`src/common/fsr_defs.svh`:
```
// Constants for the flash status register and its serial read path
`ifndef FSR_DEFS_SVH
`define FSR_DEFS_SVH

// ----------------------------------------
// Opcodes
// ----------------------------------------
`define FSR_OP_READ_STATUS 8'h05
`define FSR_OP_WRITE_STATUS 8'h01
`define FSR_OP_WRITE_ENABLE 8'h06
`define FSR_OP_WRITE_DISABLE 8'h04

// ----------------------------------------
// Status bit positions
// ----------------------------------------
`define FSR_BIT_LOCK 7
`define FSR_BIT_FAIL 5
`define FSR_BIT_PIN 4

// ----------------------------------------
// Global protection codes in bits 5:2
// ----------------------------------------
`define FSR_GLOBAL_PROTECT 4'hF
`define FSR_GLOBAL_UNPROTECT 4'h0

// ----------------------------------------
// Summary codes, last bit index and reset values
// ----------------------------------------
`define FSR_PROT_NONE 2'h0
`define FSR_PROT_SOME 2'h1
`define FSR_PROT_ALL 2'h3
`define FSR_LAST_BIT 3'h7
`define FSR_RST_LOCK 1'h0
`define FSR_RST_WREN 1'h0
`define FSR_RST_FAIL 1'h0

`endif

```
`src/common/fsr_pkg.sv`:
```
// Types for the flash status register block
`default_nettype none

package fsr_pkg;

	typedef enum logic [3:0] {
		ST_CMD = 4'h1,
		ST_READ = 4'h2,
		ST_WSR = 4'h4,
		ST_SKIP = 4'h8
	} fsr_st_e;

	typedef struct packed {
		fsr_st_e state;
		logic [2:0] cs_s;
		logic [2:0] sck_s;
		logic [2:0] si_s;
		logic [2:0] wp_s;
		logic cs_lvl;
		logic sck_lvl;
		logic si_lvl;
		logic wp_lvl;
		logic [7:0] shift;
		logic [2:0] cnt;
		logic wsr_pend;
		logic wsr_full;
		logic [7:0] wsr_data;
		logic lock;
		logic wr_en;
		logic fail;
		logic so;
		logic so_oe;
		logic gprot;
		logic gunprot;
	} fsr_state_s;

endpackage : fsr_pkg

`default_nettype wire

```
`src/core/fsr_status.sv`:
```
// Status register and its serial read, write and enable commands
`include "fsr_defs.svh"
`default_nettype none

module fsr_status (
	// Clock and reset
	input wire logic i_sys_clk,
	input wire logic i_rst_n,
	// Serial pins
	input wire logic i_cs_n,
	input wire logic i_sck,
	input wire logic i_si,
	input wire logic i_wp_n,
	output logic o_so,
	output logic o_so_oe,
	// Device core state
	input wire logic i_busy,
	input wire logic i_seq_mode,
	input wire logic i_prot_some,
	input wire logic i_prot_all,
	// Operation completion
	input wire logic i_op_end,
	input wire logic i_op_fail,
	input wire logic i_op_abort,
	// Control to device core
	output logic o_lock,
	output logic o_write_enable,
	output logic o_global_protect,
	output logic o_global_unprotect
);

	// ----------------------------------------
	// Helpers
	// ----------------------------------------
	function automatic logic fsr_filter(
		input logic [2:0] sync,
		input logic lvl
	);
		logic res;
		res = lvl;
		if (sync[1] == sync[2]) begin
			res = sync[2];
		end
		return res;
	endfunction : fsr_filter

	function automatic logic [7:0] fsr_shift_in(
		input logic [7:0] cur,
		input logic bit_in
	);
		return {cur[6:0], bit_in};
	endfunction : fsr_shift_in

	// ----------------------------------------
	// State
	// ----------------------------------------
	fsr_pkg::fsr_state_s r_reg;
	fsr_pkg::fsr_state_s r_next;

	logic [7:0] status;
	logic [1:0] prot_sum;
	logic sck_rise;
	logic sck_fall;
	logic frame_end;
	logic [7:0] opcode;
	logic [7:0] wdata;
	logic lock_ok;

	// ----------------------------------------
	// Live status byte
	// ----------------------------------------
	// Summary code 10 can never appear
	// summary encoding
	always_comb begin
		prot_sum = `FSR_PROT_NONE;
		if (i_prot_all) begin
			prot_sum = `FSR_PROT_ALL;
		end else if (i_prot_some) begin
			prot_sum = `FSR_PROT_SOME;
		end
	end

	assign status = {r_reg.lock, i_seq_mode, r_reg.fail,
		r_reg.wp_lvl, prot_sum, r_reg.wr_en, i_busy};

	// ----------------------------------------
	// Next state
	// ----------------------------------------
	always_comb begin
		r_next = r_reg;
		r_next.gprot = 1'b0;
		r_next.gunprot = 1'b0;
		r_next.cs_s = {r_reg.cs_s[1:0], i_cs_n};
		r_next.sck_s = {r_reg.sck_s[1:0], i_sck};
		r_next.si_s = {r_reg.si_s[1:0], i_si};
		r_next.wp_s = {r_reg.wp_s[1:0], i_wp_n};
		r_next.cs_lvl = fsr_filter(r_reg.cs_s, r_reg.cs_lvl);
		r_next.sck_lvl = fsr_filter(r_reg.sck_s, r_reg.sck_lvl);
		r_next.si_lvl = fsr_filter(r_reg.si_s, r_reg.si_lvl);
		r_next.wp_lvl = fsr_filter(r_reg.wp_s, r_reg.wp_lvl);
		sck_rise = r_next.sck_lvl & ~r_reg.sck_lvl;
		sck_fall = ~r_next.sck_lvl & r_reg.sck_lvl;
		frame_end = r_next.cs_lvl & ~r_reg.cs_lvl;
		opcode = fsr_shift_in(r_reg.shift, r_reg.si_lvl);
		wdata = fsr_shift_in(r_reg.wsr_data, r_reg.si_lvl);
		lock_ok = 1'b0;

		// Operation end clears first, so a command set wins
		if (i_op_end) begin
			r_next.wr_en = 1'b0;
			r_next.fail = i_op_fail & ~i_op_abort;
		end

		if (r_next.cs_lvl) begin
			r_next.so_oe = 1'b0;
			r_next.state = fsr_pkg::ST_CMD;
			r_next.cnt = 3'h0;
			r_next.wsr_pend = 1'b0;
			r_next.wsr_full = 1'b0;
			if (frame_end && r_reg.wsr_pend) begin
				r_next.wr_en = 1'b0;
				lock_ok = r_reg.wsr_full && r_reg.wr_en &&
					!(!r_reg.wp_lvl && r_reg.lock &&
					!r_reg.wsr_data[`FSR_BIT_LOCK]);
				if (lock_ok) begin
					r_next.lock = r_reg.wsr_data[`FSR_BIT_LOCK];
					if (!r_reg.lock) begin
						r_next.gprot = (r_reg.wsr_data[5:2] ==
							`FSR_GLOBAL_PROTECT);
						r_next.gunprot = (r_reg.wsr_data[5:2] ==
							`FSR_GLOBAL_UNPROTECT);
					end
				end
			end
		end else begin
			case (r_reg.state)
				fsr_pkg::ST_CMD: begin
					r_next.so_oe = 1'b0;
					if (sck_rise) begin
						r_next.shift = opcode;
						r_next.cnt = r_reg.cnt + 3'h1;
						// act only on a full opcode
						if (r_reg.cnt == `FSR_LAST_BIT) begin
							r_next.state = fsr_pkg::ST_SKIP;
							if (opcode == `FSR_OP_READ_STATUS) begin
								r_next.state = fsr_pkg::ST_READ;
								r_next.cnt = `FSR_LAST_BIT;
							end
							if (opcode == `FSR_OP_WRITE_STATUS) begin
								r_next.state = fsr_pkg::ST_WSR;
								r_next.wsr_pend = 1'b1;
							end
							if (opcode == `FSR_OP_WRITE_ENABLE) begin
								r_next.wr_en = 1'b1;
							end
							if (opcode == `FSR_OP_WRITE_DISABLE) begin
								r_next.wr_en = 1'b0;
							end
						end
					end
				end
				fsr_pkg::ST_READ: begin
					if (sck_fall) begin
						r_next.so = status[r_reg.cnt];
						r_next.so_oe = 1'b1;
						r_next.cnt = r_reg.cnt - 3'h1;
					end
				end
				fsr_pkg::ST_WSR: begin
					r_next.so_oe = 1'b0;
					if (sck_rise) begin
						r_next.wsr_data = wdata;
						r_next.cnt = r_reg.cnt + 3'h1;
						// Extra bytes are ignored
						if (r_reg.cnt == `FSR_LAST_BIT) begin
							r_next.wsr_full = 1'b1;
							r_next.state = fsr_pkg::ST_SKIP;
						end
					end
				end
				fsr_pkg::ST_SKIP: begin
					r_next.so_oe = 1'b0;
				end
				default: begin
					r_next.state = fsr_pkg::ST_SKIP;
					r_next.so_oe = 1'b0;
				end
			endcase
		end
	end

	// ----------------------------------------
	// Registers
	// ----------------------------------------
	always_ff @(posedge i_sys_clk or negedge i_rst_n) begin
		if (!i_rst_n) begin
			r_reg.state <= fsr_pkg::ST_CMD;
			r_reg.cs_s <= 3'h7;
			r_reg.sck_s <= 3'h0;
			r_reg.si_s <= 3'h0;
			r_reg.wp_s <= 3'h7;
			r_reg.cs_lvl <= 1'b1;
			r_reg.sck_lvl <= 1'b0;
			r_reg.si_lvl <= 1'b0;
			r_reg.wp_lvl <= 1'b1;
			r_reg.shift <= 8'h00;
			r_reg.cnt <= 3'h0;
			r_reg.wsr_pend <= 1'b0;
			r_reg.wsr_full <= 1'b0;
			r_reg.wsr_data <= 8'h00;
			r_reg.lock <= `FSR_RST_LOCK;
			r_reg.wr_en <= `FSR_RST_WREN;
			r_reg.fail <= `FSR_RST_FAIL;
			r_reg.so <= 1'b0;
			r_reg.so_oe <= 1'b0;
			r_reg.gprot <= 1'b0;
			r_reg.gunprot <= 1'b0;
		end else begin
			r_reg <= r_next;
		end
	end

	// ----------------------------------------
	// Outputs
	// ----------------------------------------
	// Core ignores sector protect commands while lock is high
	assign o_so = r_reg.so;
	assign o_so_oe = r_reg.so_oe;
	assign o_lock = r_reg.lock;
	assign o_write_enable = r_reg.wr_en;
	assign o_global_protect = r_reg.gprot;
	assign o_global_unprotect = r_reg.gunprot;

	logic read_fall;
	logic rd_op_done;
	logic [7:0] status_q;
	assign read_fall = !r_next.cs_lvl && sck_fall &&
		(r_reg.state == fsr_pkg::ST_READ);
	assign rd_op_done = !r_next.cs_lvl && sck_rise &&
		(r_reg.state == fsr_pkg::ST_CMD) &&
		(r_reg.cnt == `FSR_LAST_BIT) &&
		(opcode == `FSR_OP_READ_STATUS);
	assign status_q = status;
endmodule : fsr_status

`default_nettype wire

```
`config.mk`:
```
export PLATFORM = sky130hd
export DESIGN_NAME = fsr_status
export DESIGN_NICKNAME = d
export VERILOG_FILES = /design/src/common/fsr_pkg.sv /design/src/core/fsr_status.sv
export VERILOG_INCLUDE_DIRS = /design/src /design/src/common
export SDC_FILE = /design/constraint.sdc
export NUM_CORES = 1
export LEC_CHECK = 0
export BUFFER_PORTS_ARGS = -buffer_cell sky130_fd_sc_hd__buf_2
export CORE_MARGIN = 1.5
export CORE_UTILIZATION = 57
export DETAILED_ROUTE_END_ITERATION = 7
export PLACE_DENSITY = 0.76
export SLEW_MARGIN = 20
export SYNTH_ARGS = -nofsm -noshare
export SYNTH_HDL_FRONTEND = slang
export SYNTH_SLANG_ARGS = --single-unit
export TNS_END_PERCENT = 5
```
`constraint.sdc`:
```
create_clock -name i_sys_clk -period 2 [get_ports i_sys_clk]
set_input_delay 0.3 -clock i_sys_clk [delete_from_list [all_inputs] [get_ports i_sys_clk]]
set_output_delay 0.3 -clock i_sys_clk [all_outputs]
set_load 0.03 [all_outputs]
```
==> results of run 1 <==
## worst max-delay path: cells and delay by family, from the launching register on
kind                       cells  cell delay (ps)
adders and majority gates      2              380
DFF                            1              490
muxes                          1              380
and+or+nand+nor                2              410
## cells in the final DEF, fill, tap and decap left out, types with 2 or more instances in the layout
cell type       n
clkbuf_4        5
nor2_1          5
nor3_1          4
dfstp_2         9
ha_1            3
dlygate4sd3_1   2
o21a_1          2
nor4_1          2
nand3_1         3
nand3b_1        3
maj3_1          3
nand2_1         7
inv_1           6
a21oi_1         3
mux2_2         17
buf_2          18
dfrtp_1        38
or4_1           2
nor3_4          2
xnor2_1         3
o21ai_0         2
a211oi_1        3
## where the power goes
part / internal (mW) / total (mW) / switching [mW]
clock: 0.171 / 0.447 / 0.277
sequential: 1.04 / 1.11 / 0.0726
combinational: 0.114 / 0.232 / 0.118
total: 1.32 / 1.79 / 0.467
## stage by stage
stage | hold WS [ps] | setup slack, ps
floorplan | 4.41 | 364
global placement | 334 | 285
detailed placement | 337 | 253
CTS | 12.8 | 237
global route | 2.33 | 102
finish | -5.60 | 235
## path summary, 6_finish.rpt
path | from | end | slack, ps
hold reg to reg | r_next[39] | r_next[40] | 360
min in group i_sys_clk | i_sck | r_next[39] | 40
setup reg to reg | r_reg[17] | o_write_enable | 240
setup / recovery | r_reg[17] | o_write_enable | 240
max in group asynchronous | i_rst_n | r_reg[43] | 1600
hold / removal | i_rst_n | r_reg[30] | -6
## metal layers
layer / vias up / part of all wire, %
met5: - / 0
met1: 621 / 43
li1: 583 / -
met3: 5 / 3.9
met4: 0 / 1.4
met2: 27 / 52
## cell type report
type / instances / share of cell area [%]
multi-input combinational: 90 / 34.9
clock buffer: 7 / 2.48
clock inverter: 1 / 0.225
inverter: 6 / 1.01
timing repair buffer: 21 / 5.30
sequential: 47 / 53.5
tap: 46 / 2.59
## logic make-up after synthesis
group	after synthesis
simple gates	41
mux	20
xor+xnor	4
compound gates	18
fa+ha+maj	7
buf+inv	7
flops	47
==> results.sh, run 1 <==
export IMPL_fin_skew_ps=4.22
export IMPL_first_iter_violations=69
export IMPL_worst_path_max_fanout=7
export IMPL_synth_top_area_share_pct=47.8
export IMPL_synth_largest_area_cell="dfrtp_1"
export IMPL_ioPinCount=19
export IMPL_post_route_period_util_pct=88.2
export IMPL_dieArea_sq_mm=0.00385
export IMPL_antenna_found_initial=0
export IMPL_clockRootBuffer="clkbuf_4"
export IMPL_yosysWarnings=0
export IMPL_vias=1236
export IMPL_dpl_cell_count=208
export IMPL_grt_overflow_total=0
export IMPL_synth_mux_area_share_pct=12.2
export IMPL_stdcell_count=218
export IMPL_synth_edf_count=0
export IMPL_tightest_slew_ps=570
export IMPL_synthTopCellsByArea="dfrtp_1 48%, dfstp_2 12%, mux2_2 9.6%"
export IMPL_grt_use_met2_pct=30.5
export IMPL_grt_pass1_vias=1100
export IMPL_ys_seq_area_share_pct=59.7
export IMPL_multi_input_area_sq_um=774
export IMPL_p_leak_nw=1.00
export IMPL_drc_errors=0
export IMPL_io_buffer_count=18
export IMPL_grt_met3_usage_pct=6.83
export IMPL_top_usage_layer="met2"
export IMPL_synthSimpleGateAreaFrac_pct=14.5
export IMPL_wl_per_cell_um=15.0
export IMPL_final_hold_violation_count=4
export IMPL_yosys_most_used_dff="dfrtp_1"
export IMPL_slowest_delay_ps=490
export IMPL_yosys_area_share_adder_pct=3.96
export IMPL_worstSetupPathType="reg2reg"
export IMPL_die_x_um=62.1
export IMPL_clkTransAtPathRegs_ps=120
export IMPL_die_height_um=62.1
export IMPL_synth_compound_area_share_pct=6.48
export IMPL_drive_above_1_share_pct=34.3
export IMPL_p_per_area_mw_per_mm2=805
export IMPL_rows=21
export IMPL_largest_reg_flops=25
export IMPL_n_fill_cell=265
export IMPL_syn_mean_instance_area_sq_um=13.8
export IMPL_power_mw=1.79
export IMPL_nets=187
export IMPL_postCtsHoldBufs=0
export IMPL_utilization_pct=66.5
export IMPL_via_per_inst=5.67
export IMPL_whs_ps=-5.60
export IMPL_netlist_area_sq_mm=0.00199
export IMPL_status="complete, but fails checks"
export IMPL_place_area_sq_mm=0.00214
export IMPL_grt_max_degree=48
export IMPL_crit_path_frequent_cell="ha_1"
export IMPL_design_area_sq_mm=0.00222
export IMPL_dpl_hpwl_mm=2.34
export IMPL_max_freq_ghz=0.567
export IMPL_place_gp_congestion=0.872
export IMPL_crit_arrival_ps=2010
export IMPL_seqCellArea_sq_mm=0.00119
export IMPL_ys_types=46
export IMPL_area_growth_pct=11.6
export IMPL_critPathLaunchType="register"
export IMPL_synth_top_family_by_area="simple AND/OR/NAND/NOR gates"
export IMPL_grt_usage_pct=19.4
export IMPL_slew_headroom_pct=62.0
export IMPL_yosysMostFrequentCell="dfrtp_1"
export IMPL_core_area_sq_mm=0.00334
export IMPL_post_cts_buffers=0
export IMPL_endpoint_kind="register"
export IMPL_vdd_ir_drop_worst_mv=0.647
export IMPL_ant_nets=0
export IMPL_cts_sinks=47
export IMPL_path_cells="ha_1 -> ha_1 -> nand2_1 -> nor4_1 -> mux2_2"
export IMPL_grt_pass1_wl_mm=5.22
export IMPL_finalMaxSlewViolations=0
export IMPL_fin_setup_tns_ps=0
export IMPL_ff2ff_path_depth=5
export IMPL_netlist_top_cells_count="38 x dfrtp_1, 17 x mux2_2, 9 x dfstp_2, 7 x nand2_1, 6 x inv_1"
export IMPL_synth_xor_area_share_pct=1.76
export IMPL_antenna_cells=0
export IMPL_rsz0062_at_grt="no"
export IMPL_violations="hold timing"
export IMPL_drt_pass1_iter_count=4
export IMPL_synthArstFlopShare_pct=100
export IMPL_grtUsageMet1_pct=25.2
export IMPL_cp_slowest_cell="dfrtp_1"
export IMPL_cts_buffers=5
export IMPL_clk_latency_ps=350
export IMPL_syn_num_nets=160
export IMPL_cts_resized=0
export IMPL_start_util_pct=59.6
export IMPL_setup_viol=0
export IMPL_cts_tree="done"
export IMPL_ys_seq_elements=47
export IMPL_max_cap_violations=0
export IMPL_htreeDepth=2
export IMPL_post_route_min_period_ps=1760
export IMPL_cp_required_ps=2250
export IMPL_drt_total_wl_mm=3.27
export IMPL_hp_class="in2async"
export IMPL_synthCells=144
export IMPL_clockBufferDepth=2
No activity file was read; power rests on OpenSTA's default activity.
==> run 2, diff against run 1 <==
--- a/config.mk
+++ b/config.mk
@@ -7,11 +7,12 @@
 export NUM_CORES = 1
 export LEC_CHECK = 0
 export BUFFER_PORTS_ARGS = -buffer_cell sky130_fd_sc_hd__buf_2
-export CORE_MARGIN = 1.5
+export CORE_MARGIN = 5
 export CORE_UTILIZATION = 57
+export CTS_BUF_LIST = sky130_fd_sc_hd__clkbuf_16
 export DETAILED_ROUTE_END_ITERATION = 7
 export PLACE_DENSITY = 0.76
-export SLEW_MARGIN = 20
+export SLEW_MARGIN = 40
 export SYNTH_ARGS = -nofsm -noshare
 export SYNTH_HDL_FRONTEND = slang
 export SYNTH_SLANG_ARGS = --single-unit
==> results.sh, run 2 (synthesis results as in run 1) <==
export IMPL_drt_pass1_iter_count=4
export IMPL_vias=1187
export IMPL_drc_errors=0
export IMPL_drt_total_wl_mm=3.17
export IMPL_grt_usage_pct=15.5
export IMPL_die_x_um=69.1
export IMPL_hp_class="in2async"
export IMPL_via_per_inst=5.50
export IMPL_p_leak_nw=1.03
export IMPL_slew_headroom_pct=63.5
export IMPL_p_per_area_mw_per_mm2=928
export IMPL_final_common_cell="dfrtp_1"
export IMPL_cts_resized=0
export IMPL_grt_max_degree=48
export IMPL_vdd_ir_drop_worst_mv=0.606
export IMPL_fin_setup_tns_ps=0
export IMPL_clockBufferDepth=2
export IMPL_crit_start="r_reg[17]"
export IMPL_cts_tree="done"
export IMPL_stdcell_count=216
export IMPL_rows=21
export IMPL_clk_latency_ps=280
export IMPL_wl_per_cell_um=14.7
export IMPL_worst_path_max_fanout=7
export IMPL_cp_required_ps=2170
export IMPL_postCtsHoldBufs=0
export IMPL_pwr_share_clk_pct=37.3
export IMPL_seqCellArea_sq_mm=0.00119
export IMPL_grt_pass1_vias=1261
export IMPL_die_height_um=69.1
export IMPL_critPathLaunchType="register"
export IMPL_rsz0062_at_grt="no"
export IMPL_grt_overflow_total=0
export IMPL_post_route_period_util_pct=89.4
export IMPL_clockRootBuffer="clkbuf_16"
export IMPL_ff2ff_path_depth=5
export IMPL_cts_buffers=5
export IMPL_crit_arrival_ps=1960
export IMPL_combPwrFrac_pct=10.5
export IMPL_dieArea_sq_mm=0.00477
export IMPL_dpl_hpwl_mm=2.19
export IMPL_multi_input_area_sq_um=774
export IMPL_fin_skew_ps=6.34
export IMPL_drive_above_1_share_pct=34.7
export IMPL_antenna_cells=0
export IMPL_r2r_slack_ps=210
export IMPL_nets=185
export IMPL_r2r_start="r_reg[17]"
export IMPL_first_iter_violations=43
export IMPL_p_int_mw=1.61
export IMPL_seqPwrFrac_pct=52.2
export IMPL_place_gp_congestion=0.823
export IMPL_setup_viol=0
export IMPL_finalMaxSlewViolations=0
export IMPL_post_route_min_period_ps=1790
export IMPL_htreeDepth=2
export IMPL_switchingPower_uw=513
export IMPL_tightest_slew_ps=548
export IMPL_antenna_found_initial=0
export IMPL_power_mw=2.12
export IMPL_ioPinCount=19
export IMPL_rr_endpoint="o_write_enable"
export IMPL_clkTransAtPathRegs_ps=60
export IMPL_swShare_pct=24.2
export IMPL_post_cts_buffers=0
export IMPL_grt_pass1_wl_mm=5.88
export IMPL_endpoint_kind="register"
export IMPL_largest_reg_flops=25
export IMPL_max_freq_ghz=0.559
export IMPL_dpl_cell_count=208
export IMPL_cts_sinks=47
export IMPL_status="finished, final reports clean"
export IMPL_core_area_sq_mm=0.00336
export IMPL_ant_nets=0
export IMPL_worstSetupPathType="reg2reg"
export IMPL_start_util_pct=59.2
export IMPL_max_cap_violations=0
export IMPL_final_hold_violation_count=0
export IMPL_n_fill_cell=259
export IMPL_area_growth_pct=14.8
export IMPL_final_cell_mix="38 x dfrtp_1, 18 x buf_2, 17 x mux2_2"
export IMPL_io_buffer_count=18
[run 2: worst max-delay path, cell delays in order (launching register included)]
cell and delay [ps]:
dfrtp_1 460, ha_1 190, ha_1 190, nand2_1 120
nor4_1 330, mux2_2 380
[run 2: metrics by stage]
stage / hold WS (ps) / utilization [%] / instance area (sq um) / setup slack, ps
final: 89.2 / 67.9 / 2280 / 212
after global routing: 96.4 / 67.9 / 2280 / 48.9
after CTS: 107 / 67.9 / 2280 / 186
after detailed placement: 337 / 63.6 / 2140 / 245
after global placement: 334 / 63.6 / 2140 / 293
after floorplan: 4.41 / - / 1990 / 364
[run 2: worst max path at each step]
| stage | end | slack (ps) | depth (start not counted) |
|---|---|---|---|
| finish | o_write_enable | 210 | 5 |
| global route | o_write_enable | 50 | 5 |
| CTS | o_write_enable | 190 | 5 |
| detailed placement | r_reg[10] | 240 | 3 |
| global placement | o_write_enable | 290 | 5 |
| floorplan | o_so | 360 | 3 |
[run 2: cell type report]
cell class,count,share of cell area (%)
sequential,47,52.0
clock buffer,5,5.48
clock inverter,3,0.876
tap,46,2.52
inverter,6,0.986
timing repair buffer,19,4.27
multi-input combinational,90,33.9
[run 2: routing by layer]
layer / routed length, um / vias to the layer above / GRT usage, %
li1: - / 578 / -
met5: 0 / - / 0
met4: 50 / 0 / 5.86
met2: 1540 / 22 / 23.4
met3: 139 / 5 / 5.52
met1: 1440 / 582 / 20.4
[run 2: power groups by stage]
stage	clock, mW	sequential [mW]	combinational (mW)
floorplan	0	1.10	0.164
detailed placement	0	1.12	0.223
global route	0.854	1.12	0.256
global placement	0	1.12	0.215
CTS	0.805	1.11	0.227
finish	0.792	1.11	0.222
